<file path="src/design/ivd_defines.svh">
// Constants for the interrupt vector and transfer-request map
`ifndef IVD_DEFINES_SVH
`define IVD_DEFINES_SVH
`define IVD_NSRC        27
`define IVD_NLINE       48
`define IVD_VEC_BASE    8'h10
`define IVD_VEC_SW_MIN  8'h42
`define IVD_OFS_LAST    32'h0000_03FC
`define IVD_TBR_RST     32'h000F_FC00
`define IVD_SRCEN_RST   27'h7FF_FFFF
`define IVD_DMAEN_RST   1'h1
`define IVD_RN_MASK     48'h3FFF_FFC3_FFFF
`define IVD_REG_SRCEN   12'h000
`define IVD_REG_DMAEN   12'h004
`define IVD_REG_TBR     12'h008
`define IVD_REG_STAT    12'h00C
`define IVD_REG_SWINT   12'h010
`define IVD_S_SER2TX    0
`define IVD_S_RAMDIAG   1
`define IVD_S_RAMINIT   2
`define IVD_S_RAMERR    3
`define IVD_S_UDC0      4
`define IVD_S_UDC3      7
`define IVD_S_FRT0ZERO  8
`define IVD_S_FRT0CLR   9
`define IVD_S_SER7TX    10
`define IVD_S_WGUNDER   11
`define IVD_S_WGRELOAD  12
`define IVD_S_ESTOP0    13
`define IVD_S_ICU9      14
`define IVD_S_ICU4      15
`define IVD_S_ICU10     16
`define IVD_S_SER11TX   17
`define IVD_S_ADCHI     18
`define IVD_S_BUSCTL    19
`define IVD_S_BUSTMR    20
`define IVD_S_CLKCAL    21
`define IVD_S_FRT32     22
`define IVD_S_I2CSTAT   23
`define IVD_S_PPGHI     24
`define IVD_S_RLTHI     25
`define IVD_S_LVD       26
`endif

</file>
<file path="src/design/ivd_pkg.sv">
// Types for the interrupt vector and transfer-request map
package ivd_pkg;
    typedef struct packed {
        logic       valid;
        logic [7:0] vec;
    } ivd_ack_t;
    typedef struct packed {
        logic        valid;
        logic [31:0] addr;
    } ivd_fetch_t;
    typedef struct packed {
        logic       valid;
        logic [7:0] vec;
    } ivd_sw_t;
    typedef enum logic {
        SW_IDLE,
        SW_PEND
    } ivd_sw_state_t;
endpackage

</file>
<file path="src/design/ivd_fetch_calc.sv">
// Registered handler-address calculation for an accepted vector
`timescale 1ns/10ps
`default_nettype none
`include "ivd_defines.svh"
module ivd_fetch_calc (
    // Clock and control
    input  wire logic              ref_clk,
    input  wire logic              srst,
    input  wire logic              clkEn,
    // Accepted vector and table base
    input  wire ivd_pkg::ivd_ack_t ack,
    input  wire logic [31:0]       tableBase,
    // Handler address
    output var  ivd_pkg::ivd_fetch_t fetch
);
    import ivd_pkg::*;
    ivd_fetch_t fetch_q;
    ivd_fetch_t fetch_d;

    always_comb begin
        fetch_d       = fetch_q;
        fetch_d.valid = ack.valid;
        if (ack.valid) begin
            // Table grows downward from the last slot
            fetch_d.addr = tableBase + `IVD_OFS_LAST - {22'h0, ack.vec, 2'h0};
        end
    end

    always_ff @(posedge ref_clk) begin
        if (srst) begin
            fetch_q <= '0;
        end else if (clkEn) begin
            fetch_q <= fetch_d;
        end
    end

    assign fetch = fetch_q;
endmodule
`default_nettype wire

</file>
<file path="src/design/ivd_map.sv">
// Peripheral interrupt to vector and transfer-request mapping with APB registers
//
// Decided for this implementation: the APB interface to the registers and the register addresses.
`timescale 1ns/10ps
`default_nettype none
`include "ivd_defines.svh"
module ivd_map #(
    parameter int NSRC  = `IVD_NSRC,
    parameter int NLINE = `IVD_NLINE
) (
    // Clock, reset and enable
    input  wire logic                ref_clk,
    input  wire logic                srst,
    input  wire logic                clkEn,
    // APB slave
    input  wire logic                psel,
    input  wire logic                penable,
    input  wire logic                pwrite,
    input  wire logic [11:0]         paddr,
    input  wire logic [31:0]         pwdata,
    output var  logic [31:0]         prdata,
    output var  logic                pready,
    output var  logic                pslverr,
    // Peripheral source flags
    input  wire logic [NSRC-1:0]     srcFlag,
    input  wire logic [31:0]         adcHiFlag,
    // CPU exception logic
    output var  logic [NLINE-1:0]    irqLine,
    output var  ivd_pkg::ivd_sw_t    swIrq,
    input  wire ivd_pkg::ivd_ack_t   cpuAck,
    output var  ivd_pkg::ivd_fetch_t fetch,
    // Transfer controller, indexed by resource number
    output var  logic [NLINE-1:0]    dmaReq
);
    import ivd_pkg::*;

    // Vector of each source
    localparam logic [7:0] SRC_VEC [NSRC] = '{
        8'h19,
        8'h23, 8'h23, 8'h23,
        8'h24, 8'h24, 8'h24, 8'h24,
        8'h27, 8'h27, 8'h27,
        8'h37, 8'h37, 8'h37, 8'h37,
        8'h38, 8'h38, 8'h38,
        8'h39,
        8'h1F, 8'h21,
        8'h2F,
        8'h33,
        8'h2F,
        8'h2A,
        8'h13,
        8'h11
    };

    // Sources allowed to forward a transfer request
    localparam logic [NSRC-1:0] DMA_OK = {
        1'h0, 1'h0, 1'h0,
        1'h0, 1'h0, 1'h0, 1'h0, 1'h0,
        1'h1, 3'h7, 4'hF, 3'h7,
        4'h0, 3'h0, 1'h1
    };

    // Lines that own a resource number; a literal cannot be bit-selected
    localparam logic [NLINE-1:0] RN_MASK = `IVD_RN_MASK;

    function automatic logic [NSRC-1:0] selMask(input int line);
        logic [NSRC-1:0] m;
        m = '0;
        for (int i = 0; i < NSRC; i++) begin
            m[i] = (SRC_VEC[i] == 8'(line + 16));
        end
        return m;
    endfunction

    // Register state
    logic [NSRC-1:0]  srcEn_q;
    logic [NSRC-1:0]  srcEn_d;
    logic             dmaEn_q;
    logic             dmaEn_d;
    logic [31:0]      tbr_q;
    logic [31:0]      tbr_d;
    logic [31:0]      rdata_q;
    logic [31:0]      rdata_d;
    logic             err_q;
    logic             err_d;
    // Request state
    logic [NLINE-1:0] irq_q;
    logic [NLINE-1:0] irq_d;
    logic [NLINE-1:0] dma_q;
    logic [NLINE-1:0] dma_d;
    ivd_sw_state_t    swSt_q;
    ivd_sw_state_t    swSt_d;
    logic [7:0]       swVec_q;
    logic [7:0]       swVec_d;

    logic [NSRC-1:0]  act;
    logic [NSRC-1:0]  live;
    logic [NLINE-1:0] hit;
    logic [NLINE-1:0] dmaHit;
    logic             setup;
    logic             wrEn;
    logic             mapped;
    logic             swWr;
    logic             swOk;

    // Converter channels fold into one source
    always_comb begin
        act = srcFlag;
        act[`IVD_S_ADCHI] = srcFlag[`IVD_S_ADCHI] | (|adcHiFlag);
    end

    assign live = act & srcEn_q;

    // Only vectors 16 to 63 exist as lines; 64 and up have none
    for (genvar v = 0; v < NLINE; v++) begin : g_line
        assign hit[v]    = |(live & selMask(v));
        assign dmaHit[v] = |(live & DMA_OK & selMask(v)) & RN_MASK[v];
    end

    always_comb begin
        irq_d = hit;
        dma_d = dmaEn_q ? dmaHit : '0;
    end

    always_ff @(posedge ref_clk) begin
        if (srst) begin
            irq_q <= '0;
            dma_q <= '0;
        end else if (clkEn) begin
            irq_q <= irq_d;
            dma_q <= dma_d;
        end
    end

    // APB decode; read data captured in setup so no wait state
    assign setup  = psel & ~penable;
    assign wrEn   = psel & penable & pwrite;
    assign mapped = (paddr == `IVD_REG_SRCEN) || (paddr == `IVD_REG_DMAEN) ||
                    (paddr == `IVD_REG_TBR) || (paddr == `IVD_REG_STAT) ||
                    (paddr == `IVD_REG_SWINT);
    assign swWr   = wrEn && (paddr == `IVD_REG_SWINT);
    assign swOk   = pwdata[7:0] >= `IVD_VEC_SW_MIN;

    always_comb begin
        srcEn_d = srcEn_q;
        dmaEn_d = dmaEn_q;
        tbr_d   = tbr_q;
        rdata_d = rdata_q;
        err_d   = err_q;
        if (setup) begin
            err_d   = ~mapped;
            rdata_d = '0;
            unique case (paddr)
                `IVD_REG_SRCEN: rdata_d[NSRC-1:0] = srcEn_q;
                `IVD_REG_DMAEN: rdata_d[0] = dmaEn_q;
                `IVD_REG_TBR:   rdata_d = tbr_q;
                `IVD_REG_STAT:  rdata_d[NSRC-1:0] = act;
                `IVD_REG_SWINT: rdata_d[7:0] = swVec_q;
                default:        rdata_d = '0;
            endcase
        end
        if (wrEn) begin
            unique case (paddr)
                `IVD_REG_SRCEN: srcEn_d = pwdata[NSRC-1:0];
                `IVD_REG_DMAEN: dmaEn_d = pwdata[0];
                `IVD_REG_TBR:   tbr_d = {pwdata[31:2], 2'h0};
                default:        tbr_d = tbr_q;
            endcase
        end
    end

    always_ff @(posedge ref_clk) begin
        if (srst) begin
            srcEn_q <= `IVD_SRCEN_RST;
            dmaEn_q <= `IVD_DMAEN_RST;
            tbr_q   <= `IVD_TBR_RST;
            rdata_q <= '0;
            err_q   <= 1'h0;
        end else if (clkEn) begin
            srcEn_q <= srcEn_d;
            dmaEn_q <= dmaEn_d;
            tbr_q   <= tbr_d;
            rdata_q <= rdata_d;
            err_q   <= err_d;
        end
    end

    // Software interrupt; a new write beats a same-cycle acknowledge
    always_comb begin
        swSt_d  = swSt_q;
        swVec_d = swVec_q;
        unique case (swSt_q)
            SW_IDLE: begin
                if (swWr && swOk) begin
                    swSt_d  = SW_PEND;
                    swVec_d = pwdata[7:0];
                end
            end
            SW_PEND: begin
                if (swWr && swOk) begin
                    swVec_d = pwdata[7:0];
                end else if (cpuAck.valid && cpuAck.vec == swVec_q) begin
                    swSt_d = SW_IDLE;
                end
            end
        endcase
    end

    always_ff @(posedge ref_clk) begin
        if (srst) begin
            swSt_q  <= SW_IDLE;
            swVec_q <= '0;
        end else if (clkEn) begin
            swSt_q  <= swSt_d;
            swVec_q <= swVec_d;
        end
    end

    ivd_fetch_calc u_fetch (
        .ref_clk   (ref_clk),
        .srst      (srst),
        .clkEn     (clkEn),
        .ack       (cpuAck),
        .tableBase (tbr_q),
        .fetch     (fetch)
    );

    assign prdata      = rdata_q;
    assign pready      = psel & penable;
    assign pslverr     = psel & penable & err_q;
    assign irqLine     = irq_q;
    assign dmaReq      = dma_q;
    assign swIrq.valid = (swSt_q == SW_PEND);
    assign swIrq.vec   = swVec_q;
endmodule
`default_nettype wire

</file>
<file path="config.mk">
export PLATFORM = sky130hd
export DESIGN_NAME = ivd_map
export DESIGN_NICKNAME = d
export VERILOG_FILES = /design/src/design/ivd_pkg.sv /design/src/design/ivd_fetch_calc.sv /design/src/design/ivd_map.sv
export VERILOG_INCLUDE_DIRS = /design/src /design/src/design
export SDC_FILE = /design/constraint.sdc
export NUM_CORES = 1
export LEC_CHECK = 0
export BUFFER_PORTS_ARGS = -buffer_cell sky130_fd_sc_hd__buf_2
export CAP_MARGIN = 5
export CORE_MARGIN = 1.5
export CORE_UTILIZATION = 45
export CTS_CLUSTER_SIZE = 10
export DETAILED_ROUTE_END_ITERATION = 12
export PLACE_DENSITY_LB_ADDON = 0.3
export SLEW_MARGIN = 30
export SYNTH_ARGS = -nofsm -noshare
export SYNTH_HDL_FRONTEND = slang
export SYNTH_HIERARCHICAL = 1
export SYNTH_SLANG_ARGS = --single-unit
</file>
<file path="constraint.sdc">
create_clock -name ref_clk -period 3.6 [get_ports ref_clk]
set_input_delay 0.72 -clock ref_clk [delete_from_list [all_inputs] [get_ports ref_clk]]
set_output_delay 0.72 -clock ref_clk [all_outputs]
set_load 0.03 [all_outputs]
</file>
==> results of run 1 <==
## layout by cell type (no fill, tap or decap), drive strengths merged, types with 9 or more instances in the layout
| master | Yosys | routed |
|---|---|---|
| nand3b | 38 | 38 |
| clkbuf | 37 | 18 |
| nor4 | 10 | 10 |
| buf | 91 | 227 |
| a222oi | 9 | 9 |
| o21ai | 58 | 58 |
| ha | 38 | 38 |
| nand3 | 25 | 25 |
| nor3 | 12 | 12 |
| dfxtp | 152 | 152 |
| mux2i | 9 | 9 |
| nand4 | 11 | 11 |
| xor2 | 14 | 14 |
| conb | 1 | 83 |
| mux2 | 25 | 25 |
| inv | 57 | 61 |
| a22oi | 30 | 30 |
| xnor2 | 10 | 10 |
| a21oi | 86 | 86 |
| nand2 | 217 | 217 |
| nor2 | 52 | 52 |
| a21o | 9 | 9 |
| or3 | 12 | 12 |
## cells by family (layout without fill, tap and decap cells)
group / count (synthesis) / count (layout)
AND/OR/NAND/NOR: 405 / 405
AO/OA/AOI/OAI: 247 / 247
buffers and inverters: 185 / 316
flip-flops: 152 / 152
adder cells (fa/ha/maj): 38 / 38
multiplexers: 34 / 34
XOR/XNOR: 24 / 24
other: 1 / 85
## per-stage QoR
step                cells  setup WS (ns)  utilization (%)  hold slack, ns
finish               1535          0.714             54.8           0.447
global placement     1501          0.454             51.4           0.435
CTS                  1533          0.763             54.8           0.448
floorplan            1168          0.696                -           0.441
global route         1534          0.605             54.8           0.468
detailed placement   1501          0.408             51.5           0.439
## state kept, by name (all words and copies together) (netlist names)
| signal | flops |
|---|---|
| u_fetch/fetch | 33 |
| prdata | 32 |
| tbr_q | 30 |
| srcEn_q | 27 |
| irqLine | 14 |
| swVec_q | 8 |
| dmaReq | 5 |
| dmaEn_q | 1 |
| err_q | 1 |
| swSt_q | 1 |
## power breakdown
group	total, mW	switching (mW)	leakage (nW)	internal, mW
clock network	1.93	0.757	0.303	1.17
logic	0.559	0.386	3.35	0.172
registers	1.73	0.0157	1.23	1.71
total	4.21	1.16	4.89	3.05
## routing by layer
metal	up-vias	wire [µm]	share of wire [%]	GRT usage (%)
li1	4027	-	-	-
met4	0	536	2.1	8.41
met1	3821	11700	45	34.7
met5	-	0	0	0
met3	37	2010	7.8	5.33
met2	349	11400	45	39.1
## worst max-delay path: stages, from the launching register on
cell and delay, ns:
dfxtp_1 0.40, inv_1 0.07, ha_1 0.30, inv_1 0.06
ha_1 0.39, nand4_1 0.16, a21oi_2 0.25, o31ai_4 0.14
or3_4 0.39, a211oi_2 0.26, o21ai_1 0.10, a32o_1 0.26
## final timing paths
check | cells past startpoint | slack [ns] | endpoint | start
worst max register to register | 11 | 0.71 | u_fetch/fetch[25]$_SDFFE_PP0P_ | tbr_q[7]$_SDFFE_PP0P_
worst min-delay path | 2 | 0.45 | u_fetch/fetch[7]$_SDFFE_PP0P_ | u_fetch/fetch[7]$_SDFFE_PP0P_
worst max-delay path | 11 | 0.71 | u_fetch/fetch[25]$_SDFFE_PP0P_ | tbr_q[7]$_SDFFE_PP0P_
worst min register to register | 2 | 0.45 | u_fetch/fetch[7]$_SDFFE_PP0P_ | u_fetch/fetch[7]$_SDFFE_PP0P_
## cells in the mapped netlist, types with 3 or more instances
cell type,count
nor3_1,11
or4_1,3
ha_1,38
mux2_2,25
clkbuf_1,36
xor2_1,14
nand2_1,217
xnor2_1,10
buf_1,3
and2_1,4
a31oi_1,4
a211o_1,4
a32o_1,5
nand3_1,25
inv_1,57
a22oi_1,30
buf_4,80
dfxtp_1,152
and3_1,7
or3_1,10
a211oi_1,6
nand3b_1,38
a222oi_1,9
o21bai_1,3
a221oi_1,3
nor2_1,52
nor2b_1,3
a21oi_2,5
nand2b_1,3
o21a_1,4
buf_2,6
mux2i_1,9
nand4_1,11
a21oi_1,81
a21o_1,9
nor4_1,10
o21ai_1,15
o21ai_0,42
## final cells by class
cell class	instances	area, µm²	share of cell area [%]
Antenna cell	2	5.00	0.0486
Clock buffer	18	429	4.17
Clock inverter	14	196	1.91
Inverter	57	214	2.08
Multi-Input combinational cell	831	4910	47.7
Sequential cell	152	3040	29.6
Tap cell	234	293	2.85
Timing Repair Buffer	227	1200	11.7
==> flow_summary.json, run 1 <==
{
  "slew_headroom_pct": 48.2,
  "synth_cells": 1086,
  "status": "complete, no violations",
  "routed_wl_um": 25700,
  "clkTransAtPathRegs_ns": 0.06,
  "num-nets-final": 1442,
  "synth-simple-area-share_pct": 22.0,
  "clock_sinks": 152,
  "grt_first_pass_wirelength_um": 39600,
  "grt_antenna_before_repair": 2,
  "cp_max_fo": 6,
  "grt_pass1_vias": 7299,
  "synth_area_leader_cell": "dfxtp_1",
  "synthAdderAreaFrac_pct": 5.49,
  "cts-buffers-inserted": 17,
  "timing.final.crit_share_pct": 80.2,
  "port_buffers": 212,
  "synth-xor-area-share_pct": 2.43,
  "ant_nets": 0,
  "grt_max_degree": 47,
  "num_rows": 50,
  "hold_violations": 0,
  "synthArstFlopShare_pct": 0,
  "clock_latency_ns": 0.43,
  "p_leak_nw": 4.89,
  "post_dp_cell_area_um2": 9660,
  "cts_resized": 0,
  "clock_path_buffers": 2,
  "synth_top_area_share_pct": 35.1,
  "p_total_mw": 4.21,
  "slew_viol_final": 0,
  "die_area_um2": 20100,
  "ys_warn_count": 6,
  "ys_seq_area_share_pct": 35.1,
  "hold_buffers": 0,
  "powerDensity_nw_per_um2": 409,
  "crit_path_end_kind": "flop",
  "synth_compound_area_share_pct": 18.7,
  "drt-pass1-iter-count": 5,
  "post-cts-setup-buffer-count": 0,
  "fillerInstances": 1810,
  "routed_via_density": 5.36,
  "worstPathRequired_ns": 3.92,
  "netlist_area_um2": 8660,
  "layout-drive-gt1-share_pct": 23.6,
  "final.setup.tns_ns": 0,
  "globalplace.congestion": 0.876,
  "wl_per_cell_um": 16.7,
  "ys_top_cells_by_area": "dfxtp_1, nand2_1, buf_4",
  "setup_viol": 0,
  "pin_count": 290,
  "stdcell_area_um2": 10300,
  "fmax_mhz": 347,
  "dr.first_iter.drc_count": 683,
  "die-width_um": 142,
  "syn_to_final_growth_pct": 18.8,
  "synth_top_family_by_area": "simple AND/OR/NAND/NOR gates",
  "clock_tree.root_cell": "clkbuf_16",
  "placeableCoreArea_um2": 18800,
  "cap_violations": 0,
  "skew_ns": 0.0100,
  "hold_path_class": "reg2reg",
  "synth_edf_count": 0,
  "irDropWorstVdd_mv": 0.343,
  "syn_area_per_cell_um2": 7.98,
  "grt_overflow": 0,
  "synthMuxAreaShare_pct": 4.29,
  "die_h_um": 142,
  "hpwl_um": 19000,
  "cts_tree": "built",
  "synth_cell_types": 70,
  "drc": 0,
  "rsz0062_at_grt": "no",
  "ys_ff_latch": 152,
  "tightest_slew_ns": 0.776,
  "arrival_ns": 3.20,
  "fin_crit_ns": 2.89,
  "grt_usage_pct": 25.2,
  "htreeDepth": 4,
  "vias": 8234,
  "synthFlopType": "dfxtp_1",
  "startpoint_type": "flop",
  "criticalPathCategory": "reg2reg",
  "initial_utilization_pct": 46.2
}
(Power assumes the default switching activity.)
==> run 2, diff against run 1 <==
==> constraint.sdc (replaced) <==
create_clock -name ref_clk -period 2.6 [get_ports ref_clk]
set_input_delay 0.52 -clock ref_clk [delete_from_list [all_inputs] [get_ports ref_clk]]
set_output_delay 0.52 -clock ref_clk [all_outputs]
set_load 0.03 [all_outputs]
==> run 2 against run 1 <==
Cell count up 3.5%. Critical path type unchanged. Critical path depth unchanged. Global-route usage about the same.
==> flow_summary.json, run 2 (synthesized netlist as in run 1, its figures left out) <==
{
  "status": "complete, no violations",
  "fin_ws_ns": 0.0549,
  "wl_met1_um": 12100,
  "arrival_ns": 2.87,
  "drc": 0,
  "slew_headroom_pct": 50.1,
  "path_cells": "inv_2, ha_4, inv_2, ha_4, o211ai_1, a21oi_2, o31ai_4, or3_4, a211oi_2, or3_1, a32o_1",
  "num_rows": 50,
  "clkTransAtPathRegs_ns": 0.07,
  "die_area_um2": 20100,
  "dr.first_iter.drc_count": 701,
  "final_common_cell": "nand2_1",
  "top_layer": "met4",
  "slowest_stage": "dfxtp_2",
  "grt_antenna_before_repair": 3,
  "clock_latency_ns": 0.43,
  "crit_path_end_kind": "flop",
  "grt_usage_pct": 25.2,
  "fmax_mhz": 393,
  "final_cell_mix": "nand2_1, buf_2, dfxtp_1",
  "grt_first_pass_wirelength_um": 39900,
  "criticalPathCategory": "reg2reg",
  "initial_utilization_pct": 46.2,
  "clock_sinks": 152,
  "skew_ns": 0.0110,
  "timing.final.crit_share_pct": 97.9,
  "pin_count": 290,
  "slew_viol_final": 0,
  "num-nets-final": 1492,
  "multiInputGateArea_um2": 5130,
  "clock_tree.root_cell": "clkbuf_16",
  "globalplace.congestion": 0.874,
  "powerDensity_nw_per_um2": 537,
  "htreeDepth": 4,
  "cp_max_fo": 5,
  "wl_per_cell_um": 16.5,
  "hpwl_um": 19100,
  "die_h_um": 142,
  "cap_violations": 0,
  "placeableCoreArea_um2": 18800,
  "fin_crit_ns": 2.55,
  "grt_pass1_vias": 7682,
  "clock_path_buffers": 2,
  "critPathTopFamily": "compound AO/OA/AOI/OAI gates",
  "rsz0062_at_grt": "yes",
  "worstPathRequired_ns": 2.93,
  "crit_buf_inv": 2,
  "hold_violations": 0,
  "preCtsSetupSlack_ns": -0.251,
  "seqCellArea_um2": 3060,
  "layout-drive-gt1-share_pct": 29.2,
  "cp_slowest_stage_delay_ns": 0.35,
  "tightest_slew_ns": 0.749,
  "vias": 8412,
  "wl_met3_um": 1910,
  "cts-buffers-inserted": 17,
  "hold_path_class": "in2reg",
  "fillerInstances": 1751,
  "grt_overflow": 0,
  "finish.utilization_pct": 57.9,
  "routed-wl-met2_um": 11500,
  "port_buffers": 212,
  "die-width_um": 142,
  "setup_viol": 0,
  "startpoint_type": "flop",
  "largest_reg_flops": 33,
  "routed_via_density": 5.30,
  "syn_to_final_growth_pct": 25.6,
  "drt-pass1-iter-count": 5,
  "grt_max_degree": 78,
  "cts_tree": "built",
  "routed_wl_um": 26100,
  "ant_nets": 0,
  "irDropWorstVdd_mv": 0.468,
  "p_leak_nw": 5.14
}
-- run 2: cell types whose count changed in the layout (fill, tap and decap cells not counted), sizes merged --
cell,before,now
bufinv,4,3
clkinvlp,2,3
buf,227,277
inv,61,60
clkbuf,18,19
diode,2,5
-- run 2: worst reg2reg max path: stages (launching register included) --
cell and delay (ns):
dfxtp_2 0.35, inv_2 0.06, ha_4 0.26, inv_2 0.05, ha_4 0.15, o211ai_1 0.28
a21oi_2 0.14, o31ai_4 0.32, or3_4 0.20, a211oi_2 0.06, or3_1 0.35, a32o_1 0.25
-- run 2: per-layer routing --
layer | vias up | track usage [%]
li1 | 4144 | -
met1 | 3855 | 33.6
met2 | 363 | 39.3
met3 | 50 | 6.45
met4 | 0 | 9.17
met5 | - | 0
-- run 2: layout make-up --
| cell class | count | share of cell area (%) |
|---|---|---|
| clock buffer | 19 | 3.98 |
| inverter | 57 | 1.97 |
| timing repair buffer | 277 | 14.4 |
| clock inverter | 13 | 1.56 |
| antenna | 5 | 0.115 |
| tap | 234 | 2.69 |
| sequential | 152 | 28.1 |
| multi-input combinational | 831 | 47.2 |
-- run 2: stage by stage --
stage / cell area, µm² / TNS, ns / power [mW] / std cells / hold slack, ns
6_report: 10900 / 0 / 5.84 / 1588 / 0.320
5_1_grt: 10900 / -0.0835 / 6.05 / 1585 / 0.316
4_1_cts: 10700 / 0 / 5.83 / 1580 / 0.305
3_5_place_dp: 10000 / -2.20 / 3.27 / 1547 / 0.438
3_3_place_gp: 10000 / -1.78 / 3.26 / 1547 / 0.433
2_1_floorplan: 9010 / -0.0117 / 3.07 / 1168 / 0.441
-- run 2: power breakdown --
part           internal, mW  total [mW]  switching [mW]
registers              2.37        2.39          0.0218
clock network          1.52        2.56            1.04
logic                 0.315       0.882           0.567
total                  4.21        5.84            1.63
-- run 2: repair_timing --
item,CTS,global route
endpoints found under the setup margin,5,12
hold buffers,0,0
pin swaps,4,28
buffers inserted,1,3
gates resized for setup,7,36
-- run 2: worst paths after layout --
kind | startpoint | endpoint | slack (ns) | cells after the start
worst min register to register | u_fetch/fetch[5]$_SDFFE_PP0P_ | u_fetch/fetch[5]$_SDFFE_PP0P_ | 0.45 | 2
worst max-delay path | tbr_q[2]$_SDFFE_PP0P_ | u_fetch/fetch[25]$_SDFFE_PP0P_ | 0.05 | 11
worst min-delay path | pwdata[16] | tbr_q[16]$_SDFFE_PP1P_ | 0.32 | 3
worst max register to register | tbr_q[2]$_SDFFE_PP0P_ | u_fetch/fetch[25]$_SDFFE_PP0P_ | 0.05 | 11
